`config.mk`:
```
export PLATFORM = sky130hd
export DESIGN_NAME = jlc_device_flat
export DESIGN_NICKNAME = d
export VERILOG_FILES = /design/src/jlc_pkg.sv /design/src/jlc_link_if.sv /design/src/jlc_device.sv /design/src/flat_wrapper.sv
export SDC_FILE = /design/constraint.sdc
export NUM_CORES = 1
export LEC_CHECK = 0
export BUFFER_PORTS_ARGS = -buffer_cell sky130_fd_sc_hd__buf_2
export CELL_PAD_IN_SITES_DETAIL_PLACEMENT = 1
export CELL_PAD_IN_SITES_GLOBAL_PLACEMENT = 1
export CORE_MARGIN = 8
export CORE_UTILIZATION = 42
export CTS_BUF_LIST = sky130_fd_sc_hd__clkbuf_4 sky130_fd_sc_hd__clkbuf_8
export DETAILED_ROUTE_END_ITERATION = 16
export HOLD_SLACK_MARGIN = 0.06
export PLACE_DENSITY = 0.83
export SLEW_MARGIN = 15
export SYNTH_ARGS = -nofsm -noshare
export SYNTH_HDL_FRONTEND = slang
export SYNTH_SLANG_ARGS = --single-unit
```
`constraint.sdc`:
```
create_clock -name clk -period 29.4 [get_ports clk]
set_input_delay 1.47 -clock clk [delete_from_list [all_inputs] [get_ports clk]]
set_output_delay 1.47 -clock clk [all_outputs]
set_load 0.03 [all_outputs]
```
`src/jlc_pkg.sv`:
```
// Purpose: shared constants and types for the link control registers and their controller
// Assumes: one clock, synchronous active-high reset on both ends
// Notes:   device register addresses are byte addresses of 8-bit registers
package jlc_pkg;

  // ----------------------------------------------------------------
  // widths
  // ----------------------------------------------------------------
  localparam int JLC_AW  = 10;
  localparam int JLC_DW  = 8;
  localparam int JLC_KW  = 16;
  localparam int JLC_HAW = 4;
  localparam int JLC_HDW = 16;

  // ----------------------------------------------------------------
  // device register map
  // ----------------------------------------------------------------
  localparam logic [JLC_AW-1:0] JLC_ADDR_LINK_ENABLE = 10'h200;
  localparam logic [JLC_AW-1:0] JLC_ADDR_OUTPUT_MODE = 10'h201;
  localparam logic [JLC_AW-1:0] JLC_ADDR_FPM         = 10'h202;
  localparam logic [JLC_AW-1:0] JLC_ADDR_SW_SYNC     = 10'h203;
  // span of link configuration registers guarded against live changes, except the software sync register at 10'h203
  localparam logic [JLC_AW-1:0] JLC_ADDR_CFG_LO      = 10'h201;
  localparam logic [JLC_AW-1:0] JLC_ADDR_CFG_HI      = 10'h20f;

  localparam logic [JLC_DW-1:0] JLC_RST_LINK_ENABLE  = 8'h01;
  localparam logic [JLC_DW-1:0] JLC_RST_OUTPUT_MODE  = 8'h00;
  localparam logic [JLC_DW-1:0] JLC_RST_FPM          = 8'h1f;
  localparam logic [JLC_DW-1:0] JLC_RST_SW_SYNC      = 8'h01;

  localparam logic [JLC_DW-1:0] JLC_MASK_LINK_ENABLE = 8'h01;
  localparam logic [JLC_DW-1:0] JLC_MASK_OUTPUT_MODE = 8'h3f;
  localparam logic [JLC_DW-1:0] JLC_MASK_FPM         = 8'hff;
  localparam logic [JLC_DW-1:0] JLC_MASK_SW_SYNC     = 8'h01;

  // ----------------------------------------------------------------
  // sync source selection and link constants
  // ----------------------------------------------------------------
  localparam logic [1:0]        JLC_SYNC_SEL_SE      = 2'h0;
  localparam logic [1:0]        JLC_SYNC_SEL_TMSTP   = 2'h1;
  localparam logic [1:0]        JLC_SYNC_SEL_NONE    = 2'h2;
  localparam logic [JLC_KW-1:0] JLC_K_SCALE          = 16'h0100;
  // pin synchroniser idle levels: {sysref, tmstp sync_n, se sync_n}
  localparam logic [2:0]        JLC_PIN_IDLE         = 3'h3;

  // ----------------------------------------------------------------
  // controller registers
  // ----------------------------------------------------------------
  localparam logic [JLC_HAW-1:0] JLC_H_ADDR          = 4'h0;
  localparam logic [JLC_HAW-1:0] JLC_H_DATA          = 4'h1;
  localparam logic [JLC_HAW-1:0] JLC_H_GO            = 4'h2;
  localparam logic [JLC_HAW-1:0] JLC_H_STATUS        = 4'h3;
  localparam logic [JLC_HAW-1:0] JLC_H_RDATA         = 4'h4;
  localparam int                 JLC_GO_WRITE        = 0;
  localparam int                 JLC_GO_READ         = 1;
  localparam int                 JLC_ST_BUSY         = 0;
  localparam int                 JLC_ST_DONE         = 1;
  localparam int                 JLC_ST_REFUSED      = 2;
  localparam int                 JLC_ST_LINK_EN      = 3;
  localparam int                 JLC_ST_CAL_CLR_OK   = 4;

  typedef enum logic [1:0] {
    JLC_S_IDLE  = 2'b00,
    JLC_S_ISSUE = 2'b01,
    JLC_S_READ  = 2'b10
  } jlc_state_t;

endpackage

```
`src/jlc_link_if.sv`:
```
// Purpose: register access path between controller and link control registers
// Assumes: controller drives every request; read data stand one cycle after the read strobe
// Notes:   strobes are single-cycle and never both high
`timescale 1ns/1ns
interface jlc_link_if
  import jlc_pkg::*;
(
  input wire logic clk
);
  logic [JLC_AW-1:0] reg_addr;
  logic [JLC_DW-1:0] reg_wdata;
  logic              reg_wr;
  logic              reg_rd;
  logic [JLC_DW-1:0] reg_rdata;

  modport device (input clk, input reg_addr, input reg_wdata, input reg_wr, input reg_rd,
                  output reg_rdata);
  modport host   (input clk, input reg_rdata,
                  output reg_addr, output reg_wdata, output reg_wr, output reg_rd);
endinterface

```
`src/jlc_device.sv`:
```
// Purpose: link control registers of the converter and the logic they steer
// Assumes: clk is also the frame tick for the multiframe counter
// Notes:   pins and sysref pass a three-stage filter before use
`timescale 1ns/1ns

module jlc_device
  import jlc_pkg::*;
(
  // clock and reset
  input  wire logic              clk,
  input  wire logic              srst,
  // register access
  jlc_link_if.device             bus,
  // system inputs
  input  wire logic              cal_enable,
  input  wire logic [1:0]        sync_sel,
  input  wire logic              mode_is_64b66b,
  input  wire logic [7:0]        mode_e,
  input  wire logic [7:0]        mode_f,
  // pins
  input  wire logic              sync_se_n,
  input  wire logic              sync_tmstp_n,
  input  wire logic              sysref,
  // link control outputs
  output logic                   link_block_reset,
  output logic                   serializer_power_down,
  output logic                   link_clock_enable,
  output logic [5:0]             output_mode_select,
  output logic [JLC_KW-1:0]      effective_k,
  output logic                   sync_request,
  output logic [JLC_KW-1:0]      multiframe_count,
  output logic                   multiframe_boundary
);

  // ----------------------------------------------------------------
  // register state
  // ----------------------------------------------------------------
  logic              link_enable;
  logic [5:0]        mode_field;
  logic [JLC_DW-1:0] frames_per_multiframe_less_one;
  logic              software_sync_request_n;
  logic [JLC_DW-1:0] rdata;
  logic [JLC_KW-1:0] next_k;
  logic [JLC_KW-1:0] k_scaled;
  logic              pin_request;
  logic [2:0]        pin_s1;
  logic [2:0]        pin_s2;
  logic [2:0]        pin_s3;
  logic [2:0]        pin_level;
  logic              sysref_prev;

  function automatic logic jlc_hit(input logic [JLC_AW-1:0] a, input logic [JLC_AW-1:0] t);
    jlc_hit = (a == t);
  endfunction

  // cal_enable is ordered by software; the bank does not use it, the controller screens writes on it
  logic unused_cal;
  assign unused_cal = cal_enable;

  // ----------------------------------------------------------------
  // register writes
  // ----------------------------------------------------------------
  always_ff @(posedge clk) begin
    if (srst) begin
      link_enable <= JLC_RST_LINK_ENABLE[0];
    end else if (bus.reg_wr && jlc_hit(bus.reg_addr, JLC_ADDR_LINK_ENABLE)) begin
      link_enable <= bus.reg_wdata[0];
    end
  end

  // writes taken as issued; ordering against the link enable is the controller's duty
  always_ff @(posedge clk) begin
    if (srst) begin
      mode_field <= JLC_RST_OUTPUT_MODE[5:0];
    end else if (bus.reg_wr && jlc_hit(bus.reg_addr, JLC_ADDR_OUTPUT_MODE)) begin
      mode_field <= bus.reg_wdata[5:0];
    end
  end

  always_ff @(posedge clk) begin
    if (srst) begin
      frames_per_multiframe_less_one <= JLC_RST_FPM;
    end else if (bus.reg_wr && jlc_hit(bus.reg_addr, JLC_ADDR_FPM)) begin
      frames_per_multiframe_less_one <= bus.reg_wdata & JLC_MASK_FPM;
    end
  end

  always_ff @(posedge clk) begin
    if (srst) begin
      software_sync_request_n <= JLC_RST_SW_SYNC[0];
    end else if (bus.reg_wr && jlc_hit(bus.reg_addr, JLC_ADDR_SW_SYNC)) begin
      software_sync_request_n <= bus.reg_wdata[0];
    end
  end

  // ----------------------------------------------------------------
  // register reads
  // ----------------------------------------------------------------
  // reserved bits are not stored, so they read back as zero
  always_ff @(posedge clk) begin
    if (srst) begin
      rdata <= 8'h00;
    end else if (bus.reg_rd) begin
      if (jlc_hit(bus.reg_addr, JLC_ADDR_LINK_ENABLE)) begin
        rdata <= {7'h00, link_enable};
      end else if (jlc_hit(bus.reg_addr, JLC_ADDR_OUTPUT_MODE)) begin
        rdata <= {2'h0, mode_field};
      end else if (jlc_hit(bus.reg_addr, JLC_ADDR_FPM)) begin
        rdata <= frames_per_multiframe_less_one;
      end else if (jlc_hit(bus.reg_addr, JLC_ADDR_SW_SYNC)) begin
        rdata <= {7'h00, software_sync_request_n};
      end else begin
        rdata <= 8'h00;
      end
    end else begin
      rdata <= 8'h00;
    end
  end

  assign bus.reg_rdata = rdata;

  // ----------------------------------------------------------------
  // link enable effects and output mode select
  // ----------------------------------------------------------------
  assign link_block_reset      = ~link_enable;
  assign serializer_power_down = ~link_enable;
  assign link_clock_enable     = link_enable;
  assign output_mode_select    = mode_field;

  // ----------------------------------------------------------------
  // effective frames per multiframe
  // ----------------------------------------------------------------
  always_comb begin
    k_scaled = 16'h0000;
    if (mode_f != 8'h00) begin
      k_scaled = (16'(mode_e) * JLC_K_SCALE) / 16'(mode_f);
    end
    if (mode_is_64b66b && (mode_f != 8'h00)) begin
      next_k = k_scaled;
    end else begin
      next_k = 16'(frames_per_multiframe_less_one) + 16'h0001;
    end
  end

  always_ff @(posedge clk) begin
    if (srst) begin
      effective_k <= 16'(JLC_RST_FPM) + 16'h0001;
    end else begin
      effective_k <= next_k;
    end
  end

  // ----------------------------------------------------------------
  // pin filters
  // ----------------------------------------------------------------
  // level changes only once stages two and three agree; stage one feeds only stage two
  genvar gi;
  generate
    for (gi = 0; gi < 3; gi++) begin : g_pin
      logic pin_raw;
      if (gi == 0) begin : g_se
        assign pin_raw = sync_se_n;
      end else if (gi == 1) begin : g_tm
        assign pin_raw = sync_tmstp_n;
      end else begin : g_sr
        assign pin_raw = sysref;
      end
      always_ff @(posedge clk) begin
        if (srst) begin
          pin_s1[gi]    <= JLC_PIN_IDLE[gi];
          pin_s2[gi]    <= JLC_PIN_IDLE[gi];
          pin_s3[gi]    <= JLC_PIN_IDLE[gi];
          pin_level[gi] <= JLC_PIN_IDLE[gi];
        end else begin
          pin_s1[gi] <= pin_raw;
          pin_s2[gi] <= pin_s1[gi];
          pin_s3[gi] <= pin_s2[gi];
          if (pin_s2[gi] == pin_s3[gi]) begin
            pin_level[gi] <= pin_s3[gi];
          end
        end
      end
    end
  endgenerate

  // ----------------------------------------------------------------
  // sync request
  // ----------------------------------------------------------------
  // a selected pin stuck low keeps requesting until the select moves off that pin
  always_comb begin
    case (sync_sel)
      JLC_SYNC_SEL_SE:    pin_request = ~pin_level[0];
      JLC_SYNC_SEL_TMSTP: pin_request = ~pin_level[1];
      JLC_SYNC_SEL_NONE:  pin_request = 1'b0;
      default:            pin_request = 1'b0;
    endcase
  end

  always_ff @(posedge clk) begin
    if (srst) begin
      sync_request <= 1'b0;
    end else begin
      sync_request <= pin_request | ~software_sync_request_n;
    end
  end

  // ----------------------------------------------------------------
  // multiframe counter
  // ----------------------------------------------------------------
  always_ff @(posedge clk) begin
    if (srst) begin
      sysref_prev <= 1'b0;
    end else begin
      sysref_prev <= pin_level[2];
    end
  end

  always_ff @(posedge clk) begin
    if (srst || !link_enable) begin
      multiframe_count <= 16'h0000;
    end else if (pin_level[2] && !sysref_prev) begin
      multiframe_count <= 16'h0000;
    end else if (multiframe_count + 16'h0001 >= effective_k) begin
      multiframe_count <= 16'h0000;
    end else begin
      multiframe_count <= multiframe_count + 16'h0001;
    end
  end

  always_ff @(posedge clk) begin
    if (srst || !link_enable) begin
      multiframe_boundary <= 1'b0;
    end else begin
      multiframe_boundary <= (multiframe_count + 16'h0001 >= effective_k) ||
                             (pin_level[2] && !sysref_prev);
    end
  end

endmodule

```
`src/flat_wrapper.sv`:
```
// flat-port wrapper written by rule: the top's interface ports become plain ports
module jlc_device_flat import jlc_pkg::*;
  (clk, srst, cal_enable, sync_sel, mode_is_64b66b, mode_e, mode_f, sync_se_n, sync_tmstp_n, sysref, link_block_reset, serializer_power_down, link_clock_enable, output_mode_select, effective_k, sync_request, multiframe_count, multiframe_boundary, bus_reg_addr, bus_reg_wdata, bus_reg_wr, bus_reg_rd, bus_reg_rdata);
  jlc_link_if bus_i (.clk(clk));
  input  wire logic clk;
  input  wire logic srst;
  input  wire logic cal_enable;
  input  wire logic [1:0] sync_sel;
  input  wire logic mode_is_64b66b;
  input  wire logic [7:0] mode_e;
  input  wire logic [7:0] mode_f;
  input  wire logic sync_se_n;
  input  wire logic sync_tmstp_n;
  input  wire logic sysref;
  output logic link_block_reset;
  output logic serializer_power_down;
  output logic link_clock_enable;
  output logic [5:0] output_mode_select;
  output logic [JLC_KW-1:0] effective_k;
  output logic sync_request;
  output logic [JLC_KW-1:0] multiframe_count;
  output logic multiframe_boundary;
  input wire logic [$bits(bus_i.reg_addr)-1:0] bus_reg_addr;
  input wire logic [$bits(bus_i.reg_wdata)-1:0] bus_reg_wdata;
  input wire logic [$bits(bus_i.reg_wr)-1:0] bus_reg_wr;
  input wire logic [$bits(bus_i.reg_rd)-1:0] bus_reg_rd;
  output wire logic [$bits(bus_i.reg_rdata)-1:0] bus_reg_rdata;
  assign bus_i.reg_addr = bus_reg_addr;
  assign bus_i.reg_wdata = bus_reg_wdata;
  assign bus_i.reg_wr = bus_reg_wr;
  assign bus_i.reg_rd = bus_reg_rd;
  assign bus_reg_rdata = bus_i.reg_rdata;
  jlc_device u_core (.clk(clk), .srst(srst), .bus(bus_i), .cal_enable(cal_enable), .sync_sel(sync_sel), .mode_is_64b66b(mode_is_64b66b), .mode_e(mode_e), .mode_f(mode_f), .sync_se_n(sync_se_n), .sync_tmstp_n(sync_tmstp_n), .sysref(sysref), .link_block_reset(link_block_reset), .serializer_power_down(serializer_power_down), .link_clock_enable(link_clock_enable), .output_mode_select(output_mode_select), .effective_k(effective_k), .sync_request(sync_request), .multiframe_count(multiframe_count), .multiframe_boundary(multiframe_boundary));
endmodule
```
* Yosys cells after proc, flatten, opt, wreduce, memory -nomap -nowiden
Index checks and enable logic that the tools add are counted.
Word-level totals: register bits 71, output and inout port bits 51, logic and storage cells 65
Cells by class: add/sub/neg operators 2, div/mod/pow operators 1, $lt $le $gt $ge 1, equal/unequal tests 8, mux-type cells 7, bitwise gates (word level) 6, reduce and logical (&&, ||, !) cells 16
Operators by type and width (number):
- $eq 10x10->1 const B | 4
- $mux 16 | 2
- $add 16x1->16 const B | 1
- $div 16x8->16 | 1
- $ge 16x16->1 | 1
- $add 8x1->9 const B | 1
- $mux 8 | 1
- $reduce_bool 8->1 | 1
- $logic_and 1x1->1 | 6
- $mux 6 | 1
- $reduce_or 3->1 | 2
- $not 1->1 | 5
- $reduce_or 4->1 | 1
- $eq 1x1->1 | 3
- $eq 2x1->1 const B | 1
- $logic_not 1->1 | 2
- $logic_not 2->1 | 1
- $logic_or 1x1->1 | 2
- $mux 1 | 2
- $pmux 1 s2 | 1
- $reduce_or 2->1 | 1
- $or 1x1->1 | 1

* Depth between registers and ports, before layout
Gate-level depths: netlist of the first run.
depth in word-level cells 5, mapped depth 153, gate-level depth less buffers 144

* Worst setup path after synthesis of the first run
Ideal clock, no wire load.
path type input port to flip-flop, start point input port mode_f[0], end point register u_core.effective_k[0], library setup time 157 ps, data arrival time 30142 ps, required time 29243 ps, slack -899 ps, stages 142, path buffers 10, cells stage by stage clkbuf_1 > clkbuf_1 > buf_1 > inv_1 > ha_1 > a21oi_1 > ha_1 > or4b_1 > a311oi_2 > nor3_1 > ha_1 > and3_1 > o311a_1 > a22o_1 > ha_1 > a21oi_1 > o22a_1 > or4_1 > (+106 left out) > o21a_1 > o21a_1 > o21a_1 > o21ai_0 > nand2b_1 > a21oi_1 > inv_1 > a21oi_1 > and4b_4 > nand2_4 > mux2_4 > ha_1 > a21o_1 > a21oi_1 > o21ai_0 > nor4b_1 > o2111a_1 > a221oi_2
Between the ends: longest elaborated chain between the ends 3, elaborated cells between the ends (all ways) 5
RTL lines:
- start, declared | RTL line flat_wrapper.sv:11 | input wire logic [7:0] mode_f;
- $div 16x8->16 or $reduce_bool 8->1 (tied branches) | RTL line jlc_device.sv:136, jlc_device.sv:135, jlc_device.sv:138
- $mux 16 or $logic_and 1x1->1 (tied branches) | RTL line jlc_device.sv:135, jlc_device.sv:138
- $mux 16 * | RTL line jlc_device.sv:138 | if (mode_is_64b66b && (mode_f != 8'h00)) begin
- end signal, assigned | RTL line jlc_device.sv:147 | effective_k <= 16'(JLC_RST_FPM) + 16'h0001;
- end signal, assigned | RTL line jlc_device.sv:149 | effective_k <= next_k;
- end, declared | RTL line jlc_device.sv:29 | output logic [JLC_KW-1:0] effective_k,
Mark *: on every way between the ends. The rest lies on a longest branch, timed or not. A chain may end at the register's enable or synchronous reset.

* Worst setup path in the final report of the first run
start point input port mode_f[4], end point register u_core.effective_k[0]
Same word-level chain as after synthesis.

==> flow_metrics.tcl, run 1 <==
set metrics [dict create \
    status "finished with violations" \
    violations "negative setup slack" \
    hold_viol 0 \
    synth.distinct_cells 95 \
    synth-seq-cells 71 \
    routedWlPerCell_um 24.83 \
    rows 53 \
    cts-hold-fix-buffers 0 \
    final-setup-viol-count 1 \
    worst_slew_pin_slew_ps 907.0 \
    gp_congestion 0.8947 \
    synth-seq-area-share 0.1567 \
    drc 0 \
    path_max_fanout 6 \
    grt_overflow 0 \
    max_cap_violations 0 \
    routed_via_density 6.657 \
    synth_ff_type "dfxtp_1" \
    maxSlewHeadroom 0.3940 \
    fin_cells 1655 \
    grt_max_degree 37 \
    placed_area_um2 10480 \
    htreeDepth 3 \
    insertedDiodeCount 0 \
    clkSinkCount 71 \
    syn-instance-count 1166 \
    fin_ws_ps -554.5 \
    drv_slew 0 \
    met2_usage 0.4417 \
    cp-start-kind "primary input" \
    ys.warnings.count 0 \
    met3_usage 0.03261 \
    final_area_um2 11530 \
    drt_iter0_drc 910 \
    synthMostInstantiatedCell "nor2_1" \
    syn_area_per_cell_um2 7.778 \
    post-place-ws_ps -833.1 \
    cts_buffer_depth 2 \
    clock-root-buffer "clkbuf_8" \
    start_util 0.4300 \
    antenna_found_initial 1 \
    dp.cells 1600 \
    synth_top_area_frac 0.1567 \
    ys_async_sr_fraction 0 \
    drive_above_1_share 0.2906 \
    wl_um 41090 \
    synth_top_area_cell "dfxtp_1" \
    coreArea_um2 21090 \
    ant_nets 0 \
    fp.dieH_um 162.9 \
    areaGrowthSynthToFinish_pct 27.14 \
    cpMostUsedCell "o21a_1" \
    dr.pass1.iters 5 \
    arrival_ps 30170 \
    hp-class "flip-flop to flip-flop" \
    dp_hpwl_um 25660 \
    cpLargestDelayFamily "compound AO/OA/AOI/OAI gates" \
    tritoncts "built" \
    cp_slowest_cell "or4b_4" \
    clk_pin_slew_ps 90 \
    clock_skew_ps 15.84 \
    slowest_delay_ps 560 \
    numCtsBuffers 9 \
    grt_pass1_vias 10540 \
    min_period_ps 29950 \
    grt-busiest-layer "met2" \
    grt.total_usage 0.2448 \
    fin_hold_ws_ps 414.2 \
    fmax_mhz 33.38 \
    ios 96 \
    insertion_delay_ps 370 \
    syn-num-nets 1323 \
    dieArea_um2 26550 \
    crit_type "primary input to flip-flop" \
    final.period_utilization 1.019 \
    final_nets 1532 \
    syn_area_um2 9069 \
    io_buffers 94 \
    num_vias 11020 \
    met1_usage 0.2901 \
    synth.top_cells.by_count "nor2_1 (119), ha_1 (111), nand2_1 (77)" \
    synth_edf_count 0 \
    critPathRequiredTime_ps 29620 \
    path_buf_inv 10 \
    die_w_um 162.9 \
    grt_pass1_wl_um 53740 \
    ys_top_cells_by_area "dfxtp_1 (16%), ha_1 (15%), nor2_1 (4.9%)" \
    end_kind "flip-flop" \
]
==> worst paths after layout <==
kind | from | to | slack (ps) | depth (start not counted)
hold / removal | u_core.pin_s1[0] | u_core.pin_s2[0] | 410 | 1
setup / recovery | mode_f[4] | u_core.effective_k[0] | -550 | 144
hold reg to reg | u_core.pin_s1[0] | u_core.pin_s2[0] | 410 | 1
setup reg to reg | u_core.multiframe_count[0] | u_core.multiframe_count[15] | 24020 | 20
==> cells in the final DEF, fill, tap and decap left out, types with 11 or more instances in the layout <==
cell      Yosys  final
nor2_1      119    114
ha_1        111     93
o21ai_1       3     11
mux2i_1      20     20
nand2b_1     27     26
a21oi_1      68     51
buf_2         5     94
nor2b_1      33     33
mux2_2       21     19
a21o_1       36     36
nand3_1      33     33
o21a_1       34     34
o211ai_1     23     23
o21ai_0      59     44
buf_4         2    130
a21oi_2       0     15
nand2_1      77     74
ha_4          0     11
and2_1       13     11
nor3_1       45     41
xor2_1       21     21
xnor2_1      41     41
inv_1        53     52
nand4_1      12     12
dfxtp_1      71     71
==> area by class of cell <==
type	count	area [um2]
sequential	71	1421
clock buffer	11	145.1
inverter	53	198.9
clock inverter	5	81.33
tap	275	344.1
fill	2572	9558
timing repair buffer	228	1491
multi-input combinational	1012	7848
==> worst reg2reg max path: stages (launching register included) <==
cell      delay, ps
dfxtp_1         480
ha_1            350
xor2_1          220
ha_1            260
a21o_1          180
a21o_1          180
a21o_1          180
a21o_1          200
a21o_1          180
a21oi_1         170
nor2b_1          80
o21ai_0         250
nand2b_1        110
a21o_1          190
a21o_1          170
a21o_1          190
a21o_1          180
a21o_1          170
a221oi_1        510
nand3b_1        630
nor2b_1         380
==> state kept, by name, summed over array words and instances, names as in the netlist <==
name,flops
u_core.output_mode_select,6
u_core.bus.reg_rdata,8
u_core.effective_k,16
u_core.pin_s3,3
u_core.multiframe_boundary,1
u_core.link_clock_enable,1
u_core.frames_per_multiframe_less_one,8
u_core.pin_s1,3
u_core.sync_request,1
u_core.multiframe_count,16
u_core.pin_s2,3
u_core.software_sync_request_n,1
u_core.pin_level,3
u_core.sysref_prev,1
==> per-layer routing <==
metal  vias up  part of all wire  routed length (um)
met4         2             0.050                2046
met5         -           0.00032                  13
li1       4751                 -                   -
met3       203             0.066                2724
met1      5454              0.39               16040
met2       607              0.49               20270
==> through the flow <==
step | setup TNS [ps] | util
6_report | -554.5 | 0.5468
5_1_grt | -1386 | 0.5468
4_1_cts | 0 | 0.5131
3_5_place_dp | -833.1 | 0.4969
3_3_place_gp | -82.27 | 0.4969
2_1_floorplan | 0 | -
==> cells by family after synthesis <==
kind of cell | Yosys count | synth area share
xor gates and xnor gates | 63 | 0.06167
DFF | 71 | 0.1567
buffers and inverters | 83 | 0.03753
and+or+nand+nor | 439 | 0.2506
adders and majority gates | 112 | 0.1554
muxes | 48 | 0.06057
AOI/OAI and AO/OA | 350 | 0.2776
==> timing repair <==
| item | in CTS | in global routing |
|---|---|---|
| gates cloned | 0 | 0 |
| setup buffers | 5 | 34 |
| pin swaps | 13 | 58 |
| endpoints found under the setup margin | 1 | 2 |
| gates resized for setup | 23 | 97 |
Power of run 1 is left out: the tool's default activity adds up to more than one toggle a clock period on the data nets, which glitch-free logic cannot reach.
==> run 2, diff against run 1 <==
--- a/config.mk
+++ b/config.mk
@@ -8,7 +8,6 @@
 export BUFFER_PORTS_ARGS = -buffer_cell sky130_fd_sc_hd__buf_2
 export CELL_PAD_IN_SITES_DETAIL_PLACEMENT = 1
 export CELL_PAD_IN_SITES_GLOBAL_PLACEMENT = 1
-export CORE_MARGIN = 8
 export CORE_UTILIZATION = 42
 export CTS_BUF_LIST = sky130_fd_sc_hd__clkbuf_4 sky130_fd_sc_hd__clkbuf_8
 export DETAILED_ROUTE_END_ITERATION = 16
==> flow_metrics.tcl, run 2 (same netlist as run 1, synthesis figures left out) <==
set metrics [dict create \
    status "finished with violations" \
    areaGrowthSynthToFinish_pct 29.37 \
    io_buffers 94 \
    antenna_found_initial 1 \
    routed_via_density 6.637 \
    clkSinkCount 71 \
    start_util 0.4300 \
    path_max_fanout 6 \
    grt_pass1_wl_um 54140 \
    reg.largest.list "u_core.effective_k (16), u_core.multiframe_count (16)" \
    grt-busiest-layer "met2" \
    wl_um 43130 \
    tritoncts "built" \
    final_common_cell "buf_4" \
    cp-start-kind "primary input" \
    die_w_um 148.9 \
    end_kind "flip-flop" \
    violations "negative setup slack" \
    max_cap_violations 0 \
    rows 53 \
    critPathRequiredTime_ps 29610 \
    grt_pass1_vias 10670 \
    grt_overflow 0 \
    clk_pin_slew_ps 90 \
    drive_above_1_share 0.3078 \
    num_vias 11110 \
    met3_usage 0.02630 \
    hold_viol 0 \
    final.period_utilization 1.028 \
    crit_type "primary input to flip-flop" \
    dr.pass1.iters 5 \
    dp_hpwl_um 25520 \
    gp_congestion 0.8874 \
    ant_nets 0 \
    final_nets 1549 \
    fmax_mhz 33.10 \
    arrival_ps 30420 \
    cpMostUsedCell "o21a_1" \
    worst_slew_pin_slew_ps 1018 \
    insertion_delay_ps 360 \
    cts_buffer_depth 2 \
    cp_slowest_cell "or4_4" \
    htreeDepth 3 \
    grt.total_usage 0.3007 \
    final-setup-viol-count 1 \
    grt_max_degree 37 \
    clock_skew_ps 16.11 \
    fin_ws_ps -814.4 \
    dieArea_um2 22180 \
    post-place-ws_ps -1112 \
    routedWlPerCell_um 25.76 \
    drc 0 \
    ios 96 \
    drv_slew 0 \
    clock-root-buffer "clkbuf_8" \
    fp.dieH_um 148.9 \
    slowest_delay_ps 590 \
    met1_usage 0.3660 \
    final_cell_mix "buf_4 (147), nor2_1 (111), buf_2 (94), ha_1 (92), nand2_1 (73)" \
    maxSlewHeadroom 0.3201 \
    rrSetupSlack_ps 24120 \
    drt_iter0_drc 773 \
    min_period_ps 30210 \
    hp-class "flip-flop to flip-flop" \
    met2_usage 0.5440 \
    final_util 0.5564 \
    numCtsBuffers 9 \
    tns_ps -814.4 \
    coreArea_um2 21090 \
]
==> run 2: cell types whose count changed in the layout (fill, tap and decap cells not counted), moves of 3 or more <==
cell / change
a21oi_2: +4
buf_4: +17
inv_6: +3
nor2_1: -3
nor2_2: +3
o21ai_0: +3
o21ai_1: -4
==> run 2: area by class of cell <==
class | count | area (um2)
fill | 2555 | 9355
multi-input combinational | 1012 | 7916
timing repair buffer | 245 | 1619
sequential | 71 | 1421
tap | 275 | 344.1
inverter | 53 | 198.9
clock buffer | 9 | 123.9
clock inverter | 7 | 103.9
antenna | 2 | 5.005
==> run 2: what timing repair did <==
item	CTS	global route
pin swaps	7	72
endpoints found under the setup margin	1	2
gates resized for setup	23	106
setup buffers	3	35
hold endpoints to repair	0	0
hold buffers	0	0
==> run 2: worst max-delay path, delay by kind of cell <==
kind	cells	cell delay (ps)
muxes	1	320
and+or+nand+nor	43	7800
AOI/OAI and AO/OA	75	14760
buffers and inverters	8	1080
adders and majority gates	16	4930
==> run 2: worst paths after layout <==
kind / start / cells after the start / end
max: mode_f[7] / 143 / u_core.effective_k[0]
min: u_core.pin_s1[0] / 1 / u_core.pin_s2[0]
max reg2reg: u_core.multiframe_count[0] / 20 / u_core.multiframe_count[1]
min reg2reg: u_core.pin_s1[0] / 1 / u_core.pin_s2[0]
==> run 2: stage by stage <==
step | instance area, um2 | cells | hold WS (ps)
after detailed placement | 10610 | 1618 | 400.7
after global routing | 11730 | 1672 | 454.2
final | 11730 | 1674 | 448.7
after CTS | 10950 | 1637 | 444.6
after floorplan | 9096 | 1166 | 389.5
after global placement | 10610 | 1618 | 390.1
==> run 2: per-layer routing <==
| layer | share of wire | wire length [um] |
|---|---|---|
| met4 | 0.061 | 2624 |
| met5 | 0.00023 | 10 |
| met1 | 0.38 | 16600 |
| met3 | 0.067 | 2880 |
| met2 | 0.49 | 21010 |
Power of run 2 is left out for the same reason.
